File: src/inc/cst_pkg.sv
package cst_pkg;
  // register offsets (documented I/O map)
  localparam logic [8:0] ADDR_CPU_USB_CFG = 9'h030;
  localparam logic [8:0] ADDR_FAST_TRIM = 9'h034;
  localparam logic [8:0] ADDR_SLOW_TRIM = 9'h036;
  localparam logic [8:0] ADDR_LOCK_CFG = 9'h039;
  localparam logic [8:0] ADDR_OSC_CTRL0 = 9'h1e0;
  // writable masks and reset values
  localparam logic [7:0] CPU_USB_CFG_MASK = 8'h61;
  localparam logic [7:0] SLOW_TRIM_MASK = 8'hbf;
  localparam logic [7:0] LOCK_CFG_MASK = 8'h03;
  localparam logic [7:0] OSC_CTRL0_MASK = 8'h3f;
  localparam logic [7:0] RESET_ZERO = 8'h00;
  // field positions
  localparam int CPU_SEL_BIT = 0;
  localparam int USB_SEL_BIT = 5;
  localparam int USB_NODIV_BIT = 6;
  localparam int LOWPWR_BIT = 7;
  localparam int DET_ON_BIT = 5;
  localparam int LOCK_DIS_BIT = 0;
  localparam int FINE_ONLY_BIT = 1;
  // processor speed codes
  localparam logic [2:0] SPD_DIV8 = 3'h0;
  localparam logic [2:0] SPD_DIV4 = 3'h1;
  localparam logic [2:0] SPD_DIV2 = 3'h2;
  localparam logic [2:0] SPD_DIV1 = 3'h3;
  localparam logic [2:0] SPD_DIV16 = 3'h4;
  localparam logic [2:0] SPD_DIV32 = 3'h5;
  localparam logic [2:0] SPD_DIV128 = 3'h6;
  // source selection codes for the timer / output muxes
  localparam logic [1:0] SRC_FAST = 2'h0;
  localparam logic [1:0] SRC_EXT = 2'h1;
  localparam logic [1:0] SRC_SLOW = 2'h2;
  localparam logic [1:0] SRC_ALT = 2'h3;

  typedef struct packed {
    logic [8:0] addr;
    logic [7:0] wdata;
    logic wr;
    logic rd;
    logic extended_io_bank_flag;
  } cst_bus_t;

  typedef struct packed {
    logic fast_osc;
    logic slow_osc;
    logic ext_clk;
  } cst_src_t;
endpackage

File: src/hw/cst_clock_select.sv
`timescale 1ns/1ns
module cst_clock_select (
  input wire logic clk_in,
  input wire logic rst_n_in,
  input wire cst_pkg::cst_bus_t bus_in,
  input wire cst_pkg::cst_src_t src_in,
  input wire logic [1:0] itmr_sel_in,
  input wire logic [1:0] itmr_div_in,
  input wire logic [1:0] tcap_sel_in,
  input wire logic [1:0] clock_output_pin_sel_in,
  input wire logic sleep_in,
  input wire logic usb_packet_in,
  output logic [7:0] rdata_out,
  output logic cpu_en_out,
  output logic usb_en_out,
  output logic itmr_en_out,
  output logic tcap_en_out,
  output logic clock_output_pin_out,
  output logic [7:0] fast_trim_out,
  output logic [7:0] slow_trim_out,
  output logic lowpwr_out,
  output logic det_on_out,
  output logic [1:0] sleep_timer_out,
  output logic lock_active_out,
  output logic coarse_ok_out
);
  logic rst_s1_q;
  logic rst_n_q;
  logic [2:0] src_s1_q;
  logic [2:0] src_q;
  logic [2:0] src_prev_q;
  logic [1:0] pkt_sync_q;
  logic [7:0] cpu_usb_q;
  logic [7:0] fast_trim_q;
  logic [7:0] slow_trim_q;
  logic [7:0] lock_q;
  logic [7:0] osc0_q;
  logic [6:0] cpu_cnt_q;
  logic [1:0] itmr_cnt_q;
  logic usb_half_q;
  logic [7:0] rdata_q;
  logic cpu_en_q;
  logic usb_en_q;
  logic itmr_en_q;
  logic tcap_en_q;
  logic clock_output_pin_q;

  // reset release through two flops
  always_ff @(posedge clk_in or negedge rst_n_in) begin
    if (!rst_n_in) begin
      rst_s1_q <= 1'b0;
      rst_n_q <= 1'b0;
    end else begin
      rst_s1_q <= 1'b1;
      rst_n_q <= rst_s1_q;
    end
  end

  // oscillator and pin levels are foreign: synchronise, then detect rises
  always_ff @(posedge clk_in or negedge rst_n_q) begin
    if (!rst_n_q) begin
      src_s1_q <= 3'h0;
      src_q <= 3'h0;
      src_prev_q <= 3'h0;
      pkt_sync_q <= 2'h0;
    end else begin
      // packet flag comes from the usb engine's own clock
      pkt_sync_q <= {pkt_sync_q[0], usb_packet_in};
      src_s1_q <= {src_in.fast_osc, src_in.slow_osc, src_in.ext_clk};
      src_q <= src_s1_q;
      src_prev_q <= src_q;
    end
  end

  wire [2:0] rise = src_q & ~src_prev_q;
  wire fast_tick = rise[2];
  wire slow_tick = rise[1];
  wire ext_tick = rise[0];

  // register decode: the second bank answers only with the bank flag set
  function automatic logic reg_hit(input cst_pkg::cst_bus_t bus, input logic [8:0] addr,
                                   input logic bank);
    reg_hit = bus.addr == addr && bus.extended_io_bank_flag == bank;
  endfunction

  wire hit_cpu_usb = reg_hit(bus_in, cst_pkg::ADDR_CPU_USB_CFG, 1'b0);
  wire hit_fast = reg_hit(bus_in, cst_pkg::ADDR_FAST_TRIM, 1'b0);
  wire hit_slow = reg_hit(bus_in, cst_pkg::ADDR_SLOW_TRIM, 1'b0);
  wire hit_lock = reg_hit(bus_in, cst_pkg::ADDR_LOCK_CFG, 1'b0);
  wire hit_osc0 = reg_hit(bus_in, cst_pkg::ADDR_OSC_CTRL0, 1'b1);

  wire wr_cpu_usb = bus_in.wr && hit_cpu_usb;
  wire wr_fast = bus_in.wr && hit_fast;
  wire wr_slow = bus_in.wr && hit_slow;
  wire wr_lock = bus_in.wr && hit_lock;
  wire wr_osc0 = bus_in.wr && hit_osc0;

  logic [7:0] rd_mux;
  always_comb begin
    if (hit_cpu_usb) begin
      rd_mux = cpu_usb_q;
    end else if (hit_fast) begin
      rd_mux = fast_trim_q;
    end else if (hit_slow) begin
      rd_mux = slow_trim_q;
    end else if (hit_lock) begin
      rd_mux = lock_q;
    end else if (hit_osc0) begin
      rd_mux = osc0_q;
    end else begin
      // unmapped and wrong-bank reads return zero
      rd_mux = cst_pkg::RESET_ZERO;
    end
  end

  // trim fields keep no reset: boot code loads calibration
  always_ff @(posedge clk_in) begin
    if (wr_fast) begin
      fast_trim_q <= bus_in.wdata;
    end
    if (wr_slow) begin
      slow_trim_q <= bus_in.wdata & cst_pkg::SLOW_TRIM_MASK;
    end
  end

  always_ff @(posedge clk_in or negedge rst_n_q) begin
    if (!rst_n_q) begin
      cpu_usb_q <= cst_pkg::RESET_ZERO;
      lock_q <= cst_pkg::RESET_ZERO;
      osc0_q <= cst_pkg::RESET_ZERO;
      rdata_q <= cst_pkg::RESET_ZERO;
    end else begin
      if (wr_cpu_usb) begin
        cpu_usb_q <= bus_in.wdata & cst_pkg::CPU_USB_CFG_MASK;
      end else if (sleep_in) begin
        cpu_usb_q[cst_pkg::CPU_SEL_BIT] <= 1'b0;
      end
      if (wr_lock) begin
        lock_q <= bus_in.wdata & cst_pkg::LOCK_CFG_MASK;
      end
      if (wr_osc0) begin
        osc0_q <= bus_in.wdata & cst_pkg::OSC_CTRL0_MASK;
      end
      if (bus_in.rd) begin
        rdata_q <= rd_mux;
      end
    end
  end

  // processor clock: pick source, then divide by power of two
  // glitch-free changeover: ticks stop, the old source ends its period, then the
  // new source starts on a fresh edge; the drain also ends on a new-source edge so
  // a stopped external clock cannot strand the switch, at the cost of a short gap
  typedef enum logic [1:0] {
    SW_RUN = 2'h0,
    SW_DRAIN = 2'h1,
    SW_ARM = 2'h3,
    SW_SETTLE = 2'h2
  } cst_sw_state_t;
  wire [1:0] sw_req = {cpu_usb_q[cst_pkg::USB_SEL_BIT], cpu_usb_q[cst_pkg::CPU_SEL_BIT]};
  wire [1:0] sw_tick;
  wire [1:0] sw_sel;
  genvar g;
  generate
    for (g = 0; g < 2; g++) begin : g_sw
      cst_sw_state_t state_q;
      cst_sw_state_t state_d;
      logic cur_q;
      logic cur_d;
      wire old_tick = cur_q ? ext_tick : fast_tick;
      wire new_tick = sw_req[g] ? ext_tick : fast_tick;
      always_comb begin
        state_d = state_q;
        cur_d = cur_q;
        case (state_q)
          SW_RUN: begin
            if (sw_req[g] != cur_q) begin
              state_d = SW_DRAIN;
            end
          end
          SW_DRAIN: begin
            if (old_tick || new_tick) begin
              state_d = SW_ARM;
            end
          end
          SW_ARM: begin
            if (new_tick) begin
              state_d = SW_SETTLE;
              cur_d = sw_req[g];
            end
          end
          SW_SETTLE: begin
            state_d = SW_RUN;
          end
          default: begin
            state_d = SW_RUN;
          end
        endcase
      end
      always_ff @(posedge clk_in or negedge rst_n_q) begin
        if (!rst_n_q) begin
          state_q <= SW_RUN;
          cur_q <= 1'b0;
        end else begin
          state_q <= state_d;
          cur_q <= cur_d;
        end
      end
      assign sw_tick[g] = state_q == SW_RUN && old_tick;
      assign sw_sel[g] = cur_q;
    end
  endgenerate

  wire cpu_src_tick = sw_tick[0];
  function automatic logic [6:0] speed_mask(input logic [2:0] spd);
    case (spd)
      cst_pkg::SPD_DIV8: speed_mask = 7'h07;
      cst_pkg::SPD_DIV4: speed_mask = 7'h03;
      cst_pkg::SPD_DIV2: speed_mask = 7'h01;
      cst_pkg::SPD_DIV1: speed_mask = 7'h00;
      cst_pkg::SPD_DIV16: speed_mask = 7'h0f;
      cst_pkg::SPD_DIV32: speed_mask = 7'h1f;
      cst_pkg::SPD_DIV128: speed_mask = 7'h7f;
      default: speed_mask = 7'h07; // reserved code falls back to divide by 8, same as the reset code
    endcase
  endfunction
  wire [6:0] cpu_mask = speed_mask(osc0_q[2:0]);
  // terminal count checked against the mask so a new setting lands on a boundary
  wire cpu_term = (cpu_cnt_q & cpu_mask) == cpu_mask;

  // usb clock: internal always halved, external halved unless bypassed
  wire usb_ext = cpu_usb_q[cst_pkg::USB_SEL_BIT];
  wire usb_src_tick = sw_tick[1];
  // the bypass follows the source in use, not the one just requested
  wire usb_nodiv = sw_sel[1] && cpu_usb_q[cst_pkg::USB_NODIV_BIT];

  // four-way source pick shared by the timer and clock output selects
  function automatic logic pick_src(input logic [1:0] sel, input logic fast, input logic ext,
                                    input logic slow, input logic alt);
    if (sel == cst_pkg::SRC_FAST) begin
      pick_src = fast;
    end else if (sel == cst_pkg::SRC_EXT) begin
      pick_src = ext;
    end else if (sel == cst_pkg::SRC_SLOW) begin
      pick_src = slow;
    end else begin
      pick_src = alt;
    end
  endfunction

  // capture timer source; the fourth code disables it
  wire tcap_tick = pick_src(tcap_sel_in, fast_tick, ext_tick, slow_tick, 1'b0);

  // interval timer source and 1..4 prescale
  wire itmr_src_tick = pick_src(itmr_sel_in, fast_tick, ext_tick, slow_tick, tcap_tick);
  wire itmr_term = itmr_cnt_q >= itmr_div_in;

  wire cpu_tick = cpu_src_tick && cpu_term;

  // clock output level; processor clock is shown as its enable pulse
  wire clock_output_pin_d = pick_src(clock_output_pin_sel_in, src_q[2], src_q[0], src_q[1], cpu_en_q);

  always_ff @(posedge clk_in or negedge rst_n_q) begin
    if (!rst_n_q) begin
      cpu_cnt_q <= 7'h00;
      itmr_cnt_q <= 2'h0;
      usb_half_q <= 1'b0;
    end else begin
      if (cpu_src_tick) begin
        cpu_cnt_q <= cpu_term ? 7'h00 : cpu_cnt_q + 7'h01;
      end
      if (usb_src_tick) begin
        usb_half_q <= ~usb_half_q;
      end
      if (itmr_src_tick) begin
        itmr_cnt_q <= itmr_term ? 2'h0 : itmr_cnt_q + 2'h1;
      end
    end
  end

  // enables kept in their own flops so every output leaves a register
  always_ff @(posedge clk_in or negedge rst_n_q) begin
    if (!rst_n_q) begin
      cpu_en_q <= 1'b0;
      usb_en_q <= 1'b0;
      itmr_en_q <= 1'b0;
      tcap_en_q <= 1'b0;
      clock_output_pin_q <= 1'b0;
    end else begin
      cpu_en_q <= cpu_tick;
      usb_en_q <= usb_src_tick && (usb_nodiv || usb_half_q);
      itmr_en_q <= itmr_src_tick && itmr_term;
      tcap_en_q <= tcap_tick;
      clock_output_pin_q <= clock_output_pin_d;
    end
  end

  // oscillator lock: enabled when fast osc feeds usb and not disabled
  logic lock_active_q;
  logic coarse_ok_q;
  wire lock_on = !usb_ext && !lock_q[cst_pkg::LOCK_DIS_BIT];
  always_ff @(posedge clk_in or negedge rst_n_q) begin
    if (!rst_n_q) begin
      lock_active_q <= 1'b0;
      coarse_ok_q <= 1'b0;
    end else begin
      lock_active_q <= lock_on && pkt_sync_q[1];
      coarse_ok_q <= lock_on && !lock_q[cst_pkg::FINE_ONLY_BIT];
    end
  end

  assign rdata_out = rdata_q;
  assign cpu_en_out = cpu_en_q;
  assign usb_en_out = usb_en_q;
  assign itmr_en_out = itmr_en_q;
  assign tcap_en_out = tcap_en_q;
  assign clock_output_pin_out = clock_output_pin_q;
  assign fast_trim_out = fast_trim_q;
  assign slow_trim_out = slow_trim_q;
  assign lowpwr_out = slow_trim_q[cst_pkg::LOWPWR_BIT];
  assign det_on_out = osc0_q[cst_pkg::DET_ON_BIT];
  assign sleep_timer_out = osc0_q[4:3];
  assign lock_active_out = lock_active_q;
  assign coarse_ok_out = coarse_ok_q;
endmodule

File: config.mk
export PLATFORM = sky130hd
export DESIGN_NAME = cst_clock_select
export DESIGN_NICKNAME = d
export VERILOG_FILES = /design/src/inc/cst_pkg.sv /design/src/hw/cst_clock_select.sv
export SDC_FILE = /design/constraint.sdc
export NUM_CORES = 1
export LEC_CHECK = 0
export ABC_AREA = 1
export BUFFER_PORTS_ARGS = -buffer_cell sky130_fd_sc_hd__buf_2
export CORE_ASPECT_RATIO = 0.6
export CORE_MARGIN = 8
export CORE_UTILIZATION = 43
export CTS_CLUSTER_SIZE = 10
export DETAILED_ROUTE_END_ITERATION = 12
export HOLD_SLACK_MARGIN = 0.06
export PLACE_DENSITY_LB_ADDON = 0.1
export SLEW_MARGIN = 20
export SYNTH_ARGS = -nofsm -noshare
export SYNTH_HDL_FRONTEND = slang
export SYNTH_SLANG_ARGS = --single-unit
File: constraint.sdc
create_clock -name clk_in -period 2.3 [get_ports clk_in]
set_clock_uncertainty 0.05 [all_clocks]
set_input_delay 0.115 -clock clk_in [delete_from_list [all_inputs] [get_ports clk_in]]
set_output_delay 0.115 -clock clk_in [all_outputs]
set_load 0.02 [all_outputs]
## Yosys cells after proc, flatten, opt, wreduce, memory -nomap -nowiden

Cells that the tools add are included.

- Flip-flop bits (word level): 70
- Input bits: 35
- Logic and storage cells: 133

- $add $sub $neg: 2
- Order comparisons: 1
- Equality and inequality tests: 32
- Multiplexer cells: 31
- Bitwise gates (word level): 5
- Reduce and logical (&&, ||, !) cells: 35

Operator list:

| operator | count |
|---|---|
| one-hot mux 7 bit (6 select lines) | 1 |
| == test 9 x 6 -> 1 bit (second input constant) | 4 |
| two-way mux 8 bit | 3 |
| logical AND 1 bit | 19 |
| one-hot mux 2 bit (4 select lines) | 2 |
| two-way mux 1 bit | 15 |
| == test 2 bit (second input constant) | 7 |
| two-way mux 2 bit | 7 |
| two-way mux 6 bit | 2 |
| inequality test 2 bit (second input constant) | 6 |
| == test 2 x 1 -> 1 bit (second input constant) | 5 |
| zero test 2 bit | 5 |
| == test 3 bit (second input constant) | 3 |
| == test 9 bit (second input constant) | 1 |
| adder 7 x 1 -> 7 bit (second input constant) | 1 |
| AND 7 bit | 1 |
| == test 7 bit | 1 |
| two-way mux 7 bit | 1 |
| == test 3 x 2 -> 1 bit (second input constant) | 2 |
| AND reduction 3 bit | 2 |
| AND reduction 2 bit | 2 |
| AND 3 bit | 1 |
| == test 3 x 1 -> 1 bit (second input constant) | 1 |
| zero test 1 bit | 3 |
| 7 further kinds | 11 |

## Depth between registers and ports, before layout

Gate-level depths: netlist of run 1.

- Depth after elaboration: 9
- Mapped depth: 12

## Least setup slack after synthesis of run 1

OpenSTA, ideal clock, no wires.

- Path kind: input -> register
- Start: input bus_in[18] (netlist bit)
- End: register fast_trim_q[0], in the netlist fast_trim_out[0], enable pin
- Data arrival time: 1.093 ns
- Required time: 1.880 ns
- Path slack: 0.787 ns
- Cell stages on the path: 6
- Path buffers: 1
- Cells stage by stage: nor2_1 -> nand2_2 -> nor2_8 -> nand2_4 -> buf_6 -> nor2_1

- Cells in the longest elaborated chain, start to end: 3

Ends and longest elaborated chain:

| element | RTL line | RTL |
|---|---|---|
| from (decl) | cst_clock_select.sv:5 | `input wire cst_pkg::cst_bus_t bus_in,` |
| == test 9 x 6 -> 1 bit | cst_clock_select.sv:83 | `reg_hit = bus.addr == addr && bus.extended_io_bank_flag == bank;` |
| logical AND 1 bit | cst_clock_select.sv:83 |  |
| logical AND 1 bit | cst_clock_select.sv:93 | `wire wr_fast = bus_in.wr && hit_fast;` |
| net wr_fast | cst_clock_select.sv:93 |  |
| to (signal assigned) | cst_clock_select.sv:119 | `fast_trim_q <= bus_in.wdata;` |
| to (decl) | cst_clock_select.sv:34 | `logic [7:0] fast_trim_q;` |

The timed path passes the listed nets, and every way through them passes these cells.
A chain may end at the register's enable or synchronous reset.

## Final worst setup path of run 1

- Start: register src_q[2]
- End: register clock_output_pin_q, in the netlist clock_output_pin_out

- Cells in the longest elaborated chain, start to end: 1

Ends and longest elaborated chain:

| element | RTL line | RTL |
|---|---|---|
| from (decl) | cst_clock_select.sv:30 | `logic [2:0] src_q;` |
| from (signal assigned) | cst_clock_select.sv:70 | `src_q <= src_s1_q;` |
| two-way mux 1 bit | cst_clock_select.sv:240 | `if (sel == cst_pkg::SRC_FAST) begin` |
| net clock_output_pin_d | cst_clock_select.sv:261 | `wire clock_output_pin_d = pick_src(clock_output_pin_sel_in, src_q[2], src_q[0], src_q[1], cpu_en_q);` |
| to (signal assigned) | cst_clock_select.sv:294 | `clock_output_pin_q <= clock_output_pin_d;` |
| to (decl) | cst_clock_select.sv:46 | `logic clock_output_pin_q;` |

The timed path passes the listed nets, and every way through them passes these cells.

==> summary.md, run 1 <==
| Metric | Value |
|---|---|
| Outcome | `finished clean` |
| Post-Syn Instances | `361` |
| Worst Setup Path Type | `register to register` |
| Clock buffer depth | `2` |
| Hold-fix buffers, CTS | `21` |
| Final Util | `57.5%` |
| Clock root cell | `clkbuf_16` |
| Residual DRC | `0` |
| Core area | `7270 um2` |
| Reg clk slew, reported paths | `50 ps` |
| PortBufs | `68` |
| Post-route ant nets | `0` |
| Rows | `24` |
| Reg2reg start | `src_q[2]$_DFF_PN0_` |
| Yosys warns | `0` |
| Gate power share | `16.2%` |
| First-pass GRT wire length | `12600 um` |
| Net Sw Frac | `27.2%` |
| Largest net degree at the start of global routing | `46` |
| Ant diodes | `0` |
| Total power | `3.46 mW` |
| Max cap viols | `0` |
| CP max stage delay | `590 ps` |
| Yosys reg bits | `70` |
| Power Internal | `2.52 mW` |
| Final Hold Viols | `0` |
| Leading area contributor after synthesis | `dfrtp_1` |
| Final TNS setup | `0 ps` |
| Chip Height | `83.2 um` |
| Clock Latency Late Sink | `330 ps` |
| Worst slew pin tran | `553 ps` |
| Reg2reg end | `clock_output_pin_out$_DFF_PN0_` |
| Placed Instances | `529` |
| Sequential fraction of the synthesis area | `56.4%` |
| Post-CTS Repair Setup Buffers | `0` |
| Top post-synthesis cells by count | `88 x nand2_1, 55 x dfrtp_1, 47 x inv_1` |
| Total Nets Final | `495` |
| Post-synth EDFFs | `15` |
| Starting DRT DRC Count | `170` |
| Worst r2r path cells | `6` |
| Cell breakdown of the critical path | `inv_1 > nor2_1 > a211oi_1 > dlygate4sd3_1 > nor2_1 > dlygate4sd3_1` |
| Area delta synth->final | `28.9%` |
| Worst Setup End Kind | `register` |
| Startpoint Class | `register` |
| Min Hold Slack | `57.7 ps` |
| Fmax | `497 MHz` |
| Syn_nets | `399` |
| Worst EP arrival | `2170 ps` |
| DIE AREA | `10700 um2` |
| Via Count | `2623` |
| Worst path slowest cell | `dlygate4sd3_1` |
| Share of the synthesized area in the top cell type | `42.5%` |
| CTS Buf Count | `9` |
| Final setup violation count | `0` |
| Clock sinks | `70` |
| Hold WC Path Type | `register to async pin` |
| Min Tclk post-route | `2010 ps` |
| Die width | `128 um` |
| CP Launch Point | `src_q[2]$_DFF_PN0_` |
| Routability Congestion | `0.898` |
| Sw power | `941 uW` |
| Initial core utilization | `44.6%` |
| Total routed wirelength | `7510 um` |
| Post-route clock period utilization | `87.5%` |
| Ys flop type | `dfrtp_1` |
| Clock Power Share | `39.1%` |
| IO Pins | `70` |
| CP Max Fanout | `3` |
| CTS tree | `built` |
| Relative slew slack | `63.1%` |
| Final Max Slew Viols | `0` |
| Worst EP required | `2460 ps` |
| Vias/cell | `4.63` |
| Post-synth cell types | `40` |
| Leakage | `2.16 nW` |
| Setup slack, reg-to-reg | `290 ps` |
| Worst vdd ir | `0.000537 V` |
| Syn Area/Cell | `8.97 um2` |
| Number of global-route vias before repair | `2565` |
| Final Instance Count excl. Fillers | `566` |
| DRT Pass-1 Iters | `4` |
| Unrepaired setup endpoints after global routing | `false` |
| Initial antenna violation count | `0` |
| Share of layout cells above drive strength 1 | `23.2%` |
| DP Wirelength | `5680 um` |
| Pwr per Cell Area | `827 nW/um2` |
| GRT Resource Usage Total | `15.1%` |
| H-tree levels | `3` |
| PostCTS Resize Cnt | `0` |
| Sequential share of power | `44.7%` |
| Ys async rst share | `78.6%` |
| Post-Syn Area | `3240 um2` |
| Routed length per instance | `13.3 um` |
| Cell with the most instances after synthesis | `nand2_1` |
| Area contributors post-synth | `dfrtp_1 42%, edfxtp_1 14%, nand2_1 10%` |
| Grt ovf | `0` |
## metrics by stage
step / instance area [um2] / setup WS (ps)
final: 4180 / 287
after global routing: 4180 / 211
after CTS: 4180 / 332
after detailed placement: 3670 / 697
after global placement: 3670 / 761
after floorplan: 3240 / 605
## power groups by stage
| stage | Combinational (mW) | Clock, mW | Sequential, mW |
|---|---|---|---|
| floorplan | 0.376 | 0 | 1.57 |
| global route | 0.662 | 1.45 | 1.57 |
| CTS | 0.564 | 1.39 | 1.54 |
| detailed placement | 0.535 | 0 | 1.56 |
| global placement | 0.527 | 0 | 1.56 |
| finish | 0.561 | 1.35 | 1.54 |
## area by class of cell
type | count | area [um2]
inverters | 50 | 188
fillers | 672 | 3090
clock buffers | 12 | 246
well taps | 104 | 130
flip-flops and latches | 70 | 1830
clock inverters | 4 | 46.3
multi-input cells | 234 | 1160
repair buffers | 92 | 573
## layout by cell type (no fill, tap or decap), types with 2 or more instances in the layout
cell type      Yosys  routed
buf_4              5       3
clkbuf_16          0       9
edfxtp_1          15      15
buf_2              0      68
clkbuf_1           0       2
a21oi_1           11      11
xnor2_1            2       2
nand3_1           25      25
conb_1             2       2
ha_1               3       3
o21ai_1            2       2
o21ai_2            3       3
o21a_1             2       2
nor2_1            38      38
inv_2              2       2
nand2_2            5       5
o21ai_0           17      17
dfrtp_1           55      54
inv_1             47      47
nand2_4            3       3
nor3_1             5       5
clkinv_1           1       2
nor2_2             4       4
a21o_1             2       2
dlygate4sd3_1      0      21
nand2_1           88      88
nand4_1            6       6
## worst max path at each step
| stage | endpoint | cells past startpoint |
|---|---|---|
| after floorplan | clock_output_pin_out$_DFF_PN0_ | 0 |
| after global placement | fast_trim_out[4]$_DFFE_PP_ | 7 |
| after detailed placement | fast_trim_out[4]$_DFFE_PP_ | 7 |
| after CTS | clock_output_pin_out$_DFF_PN0_ | 6 |
| after global routing | clock_output_pin_out$_DFF_PN0_ | 6 |
| final | clock_output_pin_out$_DFF_PN0_ | 6 |
## state kept, by name, summed over array words and instances, names as in the netlist
name	flops
rst_n_q	1
osc0_q	6
lock_q	2
cpu_en_out	1
itmr_cnt_q	2
slow_trim_out	7
rdata_out	8
g_sw.state_q	4
pkt_sync_q	2
lock_active_out	1
src_q	3
src_prev_q	3
usb_half_q	1
coarse_ok_out	1
src_s1_q	3
rst_s1_q	1
cpu_cnt_q	7
tcap_en_out	1
g_sw.cur_q	2
usb_en_out	1
clock_output_pin_out	1
fast_trim_out	8
itmr_en_out	1
cpu_usb_q	3
## per-layer routing
metal	part of all wire [%]	up-vias	GRT usage (%)
met5	0	-	0
met4	1.1	0	5.26
met3	8.6	10	5.36
met2	41	65	20.6
met1	49	1199	21.2
li1	-	1349	-
## kinds of logic after synthesis
| kind of cell | synth area share (%) |
|---|---|
| AND/OR/NAND/NOR | 25.4 |
| flip-flops | 56.4 |
| buffers and inverters | 7.65 |
| AO/OA/AOI/OAI | 8.34 |
| XOR/XNOR | 0.811 |
| adder cells (fa/ha/maj) | 1.16 |
| other | 0.232 |
## critical path, delay by kind of cell, from the launching register on
kind	cells	cell delay, ps
simple gates	2	80
compound gates	1	140
buf+inv	3	1220
flops	1	400
(Power assumes the default switching activity.)
==> inputs of run 2 (changes only) <==
- CORE_UTILIZATION: 43 -> 40
==> run 2 against run 1 <==
  * Global-route usage is 1.1 points lower
  * Setup slack gained 12 ps
  * Flip-flop and latch count did not move
  * Power decreased by 0.59%
  * Clock power is essentially flat
  * Sequential share of layout area about the same
  * Non-clock buffer count increased by 1
  * Combinational power up 0.7%
  * Register-to-register slack about the same
  * Wire length increased by 2.1%
  * Critical endpoint unchanged
  * Largest cell class unchanged
==> summary.md, run 2 (synthesized netlist as in run 1, its figures left out) <==
| Metric | Value |
|---|---|
| Outcome | `finished clean` |
| Core area | `7850 um2 (+8.0%)` |
| Final Max Slew Viols | `0 (unchanged)` |
| PortBufs | `68 (unchanged)` |
| PostCTS Resize Cnt | `0 (unchanged)` |
| Post-CTS Repair Setup Buffers | `0 (unchanged)` |
| Clock buffer depth | `2 (unchanged)` |
| Setup slack, reg-to-reg | `300 ps (about the same)` |
| Hold WC Path Type | `primary input to register` |
| Total routed wirelength | `7670 um (+2.1%)` |
| IO Pins | `70 (unchanged)` |
| Final TNS setup | `0 ps (unchanged)` |
| Reg2reg start | `src_q[2]$_DFF_PN0_` |
| Max cap viols | `0 (unchanged)` |
| Worst Setup End Kind | `register` |
| Most common cell after layout, fill and taps aside | `nand2_1` |
| Worst r2r path cells | `6 (unchanged)` |
| Worst EP required | `2460 ps (about the same)` |
| Final Instance Count excl. Fillers | `571 (+0.88%)` |
| Final setup violation count | `0 (unchanged)` |
| Leading cell types in the layout, fill and taps excluded | `88 x nand2_1, 68 x buf_2, 54 x dfrtp_1` |
| Clock sinks | `70 (unchanged)` |
| Share of layout cells above drive strength 1 | `23.3% (+0.17 points)` |
| Worst slew pin tran | `499 ps (-54.2 ps)` |
| Relative slew slack | `66.5% (+3.4 points)` |
| Clock Latency Late Sink | `330 ps (about the same)` |
| CTS Buf Count | `9 (unchanged)` |
| First-pass GRT wire length | `12500 um (-0.93%)` |
| Unrepaired setup endpoints after global routing | `false` |
| Via Count | `2662 (+1.5%)` |
| Reg2reg end | `clock_output_pin_out$_DFF_PN0_` |
| Fmax | `500 MHz (+0.62%)` |
| Initial core utilization | `41.3% (-3.3 points)` |
| HP Start | `bus_in[2]` |
| Number of global-route vias before repair | `2553 (-0.47%)` |
| Hold depth | `3` |
| Rows | `25 (+4.2%)` |
| Placed Instances | `534 (+0.95%)` |
| CP Max Fanout | `3 (unchanged)` |
| Area delta synth->final | `29.0% (about the same)` |
| Residual DRC | `0 (unchanged)` |
| Hold-fix buffers, CTS | `21 (unchanged)` |
| Vias/cell | `4.66 (+0.60%)` |
| Worst vdd ir | `0.000432 V (-20%)` |
| Post-route ant nets | `0 (unchanged)` |
| Pwr per Cell Area | `822 nW/um2 (-0.68%)` |
| Final Hold Viols | `0 (unchanged)` |
| Chip Height | `85.7 um (+3.0%)` |
| Fillers | `748 (+11%)` |
| Total Nets Final | `496 (+0.20%)` |
| Final Util | `53.2% (-4.2 points)` |
| Register area | `1830 um2 (unchanged)` |
| Clock root cell | `clkbuf_16` |
| H-tree levels | `3 (unchanged)` |
| GRT Resource Usage Total | `13.9% (-1.1 points)` |
| Routability Congestion | `0.857 (-4.5%)` |
| DP Wirelength | `5850 um (+3.0%)` |
| Post-route clock period utilization | `87.0% (-0.54 points)` |
| Starting DRT DRC Count | `158 (-7.1%)` |
| Grt ovf | `0 (unchanged)` |
| Reg clk slew, reported paths | `50 ps (about the same)` |
| Multi-input logic area | `1160 um2 (unchanged)` |
| Leakage | `2.16 nW (about the same)` |
| Worst Setup Path Type | `register to register` |
| Worst EP arrival | `2160 ps (about the same)` |
| Routed length per instance | `13.4 um (+1.3%)` |
| CTS tree | `built` |
| DIE AREA | `11300 um2 (+6.3%)` |
| Min Tclk post-route | `2000 ps (-12.4 ps)` |
| Die width | `132 um (+3.2%)` |
| Startpoint Class | `register` |
| Hold path endpoint | `osc0_q[2]$_DFFE_PN0P_` |
| Ant diodes | `0 (unchanged)` |
| DRT Pass-1 Iters | `4 (unchanged)` |
| Initial antenna violation count | `0 (unchanged)` |
| Largest net degree at the start of global routing | `28 (-39%)` |
==> run 2: final cells by class <==
cell class	count	area share, %
clock buffers	12	5.66
multi-input cells	234	27.9
inverters	50	4.49
repair buffers	93	13.9
well taps	108	3.23
clock inverters	4	1.14
flip-flops and latches	70	43.7
==> run 2: worst max-delay path, stage by stage, from the launching register on <==
cell and delay, ps:
dfrtp_1 400, inv_1 60, nor2_1 40, a211oi_1 180, dlygate4sd3_1 580, nor2_1 40
dlygate4sd3_1 540
==> run 2: how the worst max path moves through the flow <==
| stage | to | depth (start not counted) | startpoint |
|---|---|---|---|
| floorplan | clock_output_pin_out$_DFF_PN0_ | 0 | rst_n_q$_DFF_PN0_ |
| global placement | cpu_cnt_q[5]$_DFFE_PN0P_ | 7 | src_q[0]$_DFF_PN0_ |
| detailed placement | slow_trim_out[3]$_DFFE_PP_ | 7 | bus_in[14] |
| CTS | clock_output_pin_out$_DFF_PN0_ | 6 | src_q[2]$_DFF_PN0_ |
| global route | clock_output_pin_out$_DFF_PN0_ | 6 | src_q[2]$_DFF_PN0_ |
| finish | clock_output_pin_out$_DFF_PN0_ | 6 | src_q[2]$_DFF_PN0_ |
==> run 2: layer usage <==
layer / GRT usage [%] / up-vias / wire (um)
met5: 0 / - / 0
met4: 4.30 / 0 / 75
met3: 5.89 / 8 / 744
met2: 19.3 / 82 / 3170
met1: 19.1 / 1221 / 3680
li1: - / 1351 / -
==> run 2: report_power, final <==
| part | switching, mW | leakage [nW] | internal [mW] |
|---|---|---|---|
| combinational | 0.330 | 1.20 | 0.235 |
| sequential | 0.128 | 0.825 | 1.42 |
| clock | 0.487 | 0.137 | 0.836 |
==> run 2: stage by stage <==
stage / power (mW) / instance area [um2] / worst slack (ps) / hold slack, ps
after CTS: 3.47 / 4180 / 333 / 71.5
after global placement: 2.10 / 3690 / 766 / -149
after detailed placement: 2.11 / 3690 / 689 / -148
final: 3.44 / 4180 / 299 / 82.6
after global routing: 3.64 / 4180 / 203 / 84.4
after floorplan: 1.95 / 3240 / 605 / -231
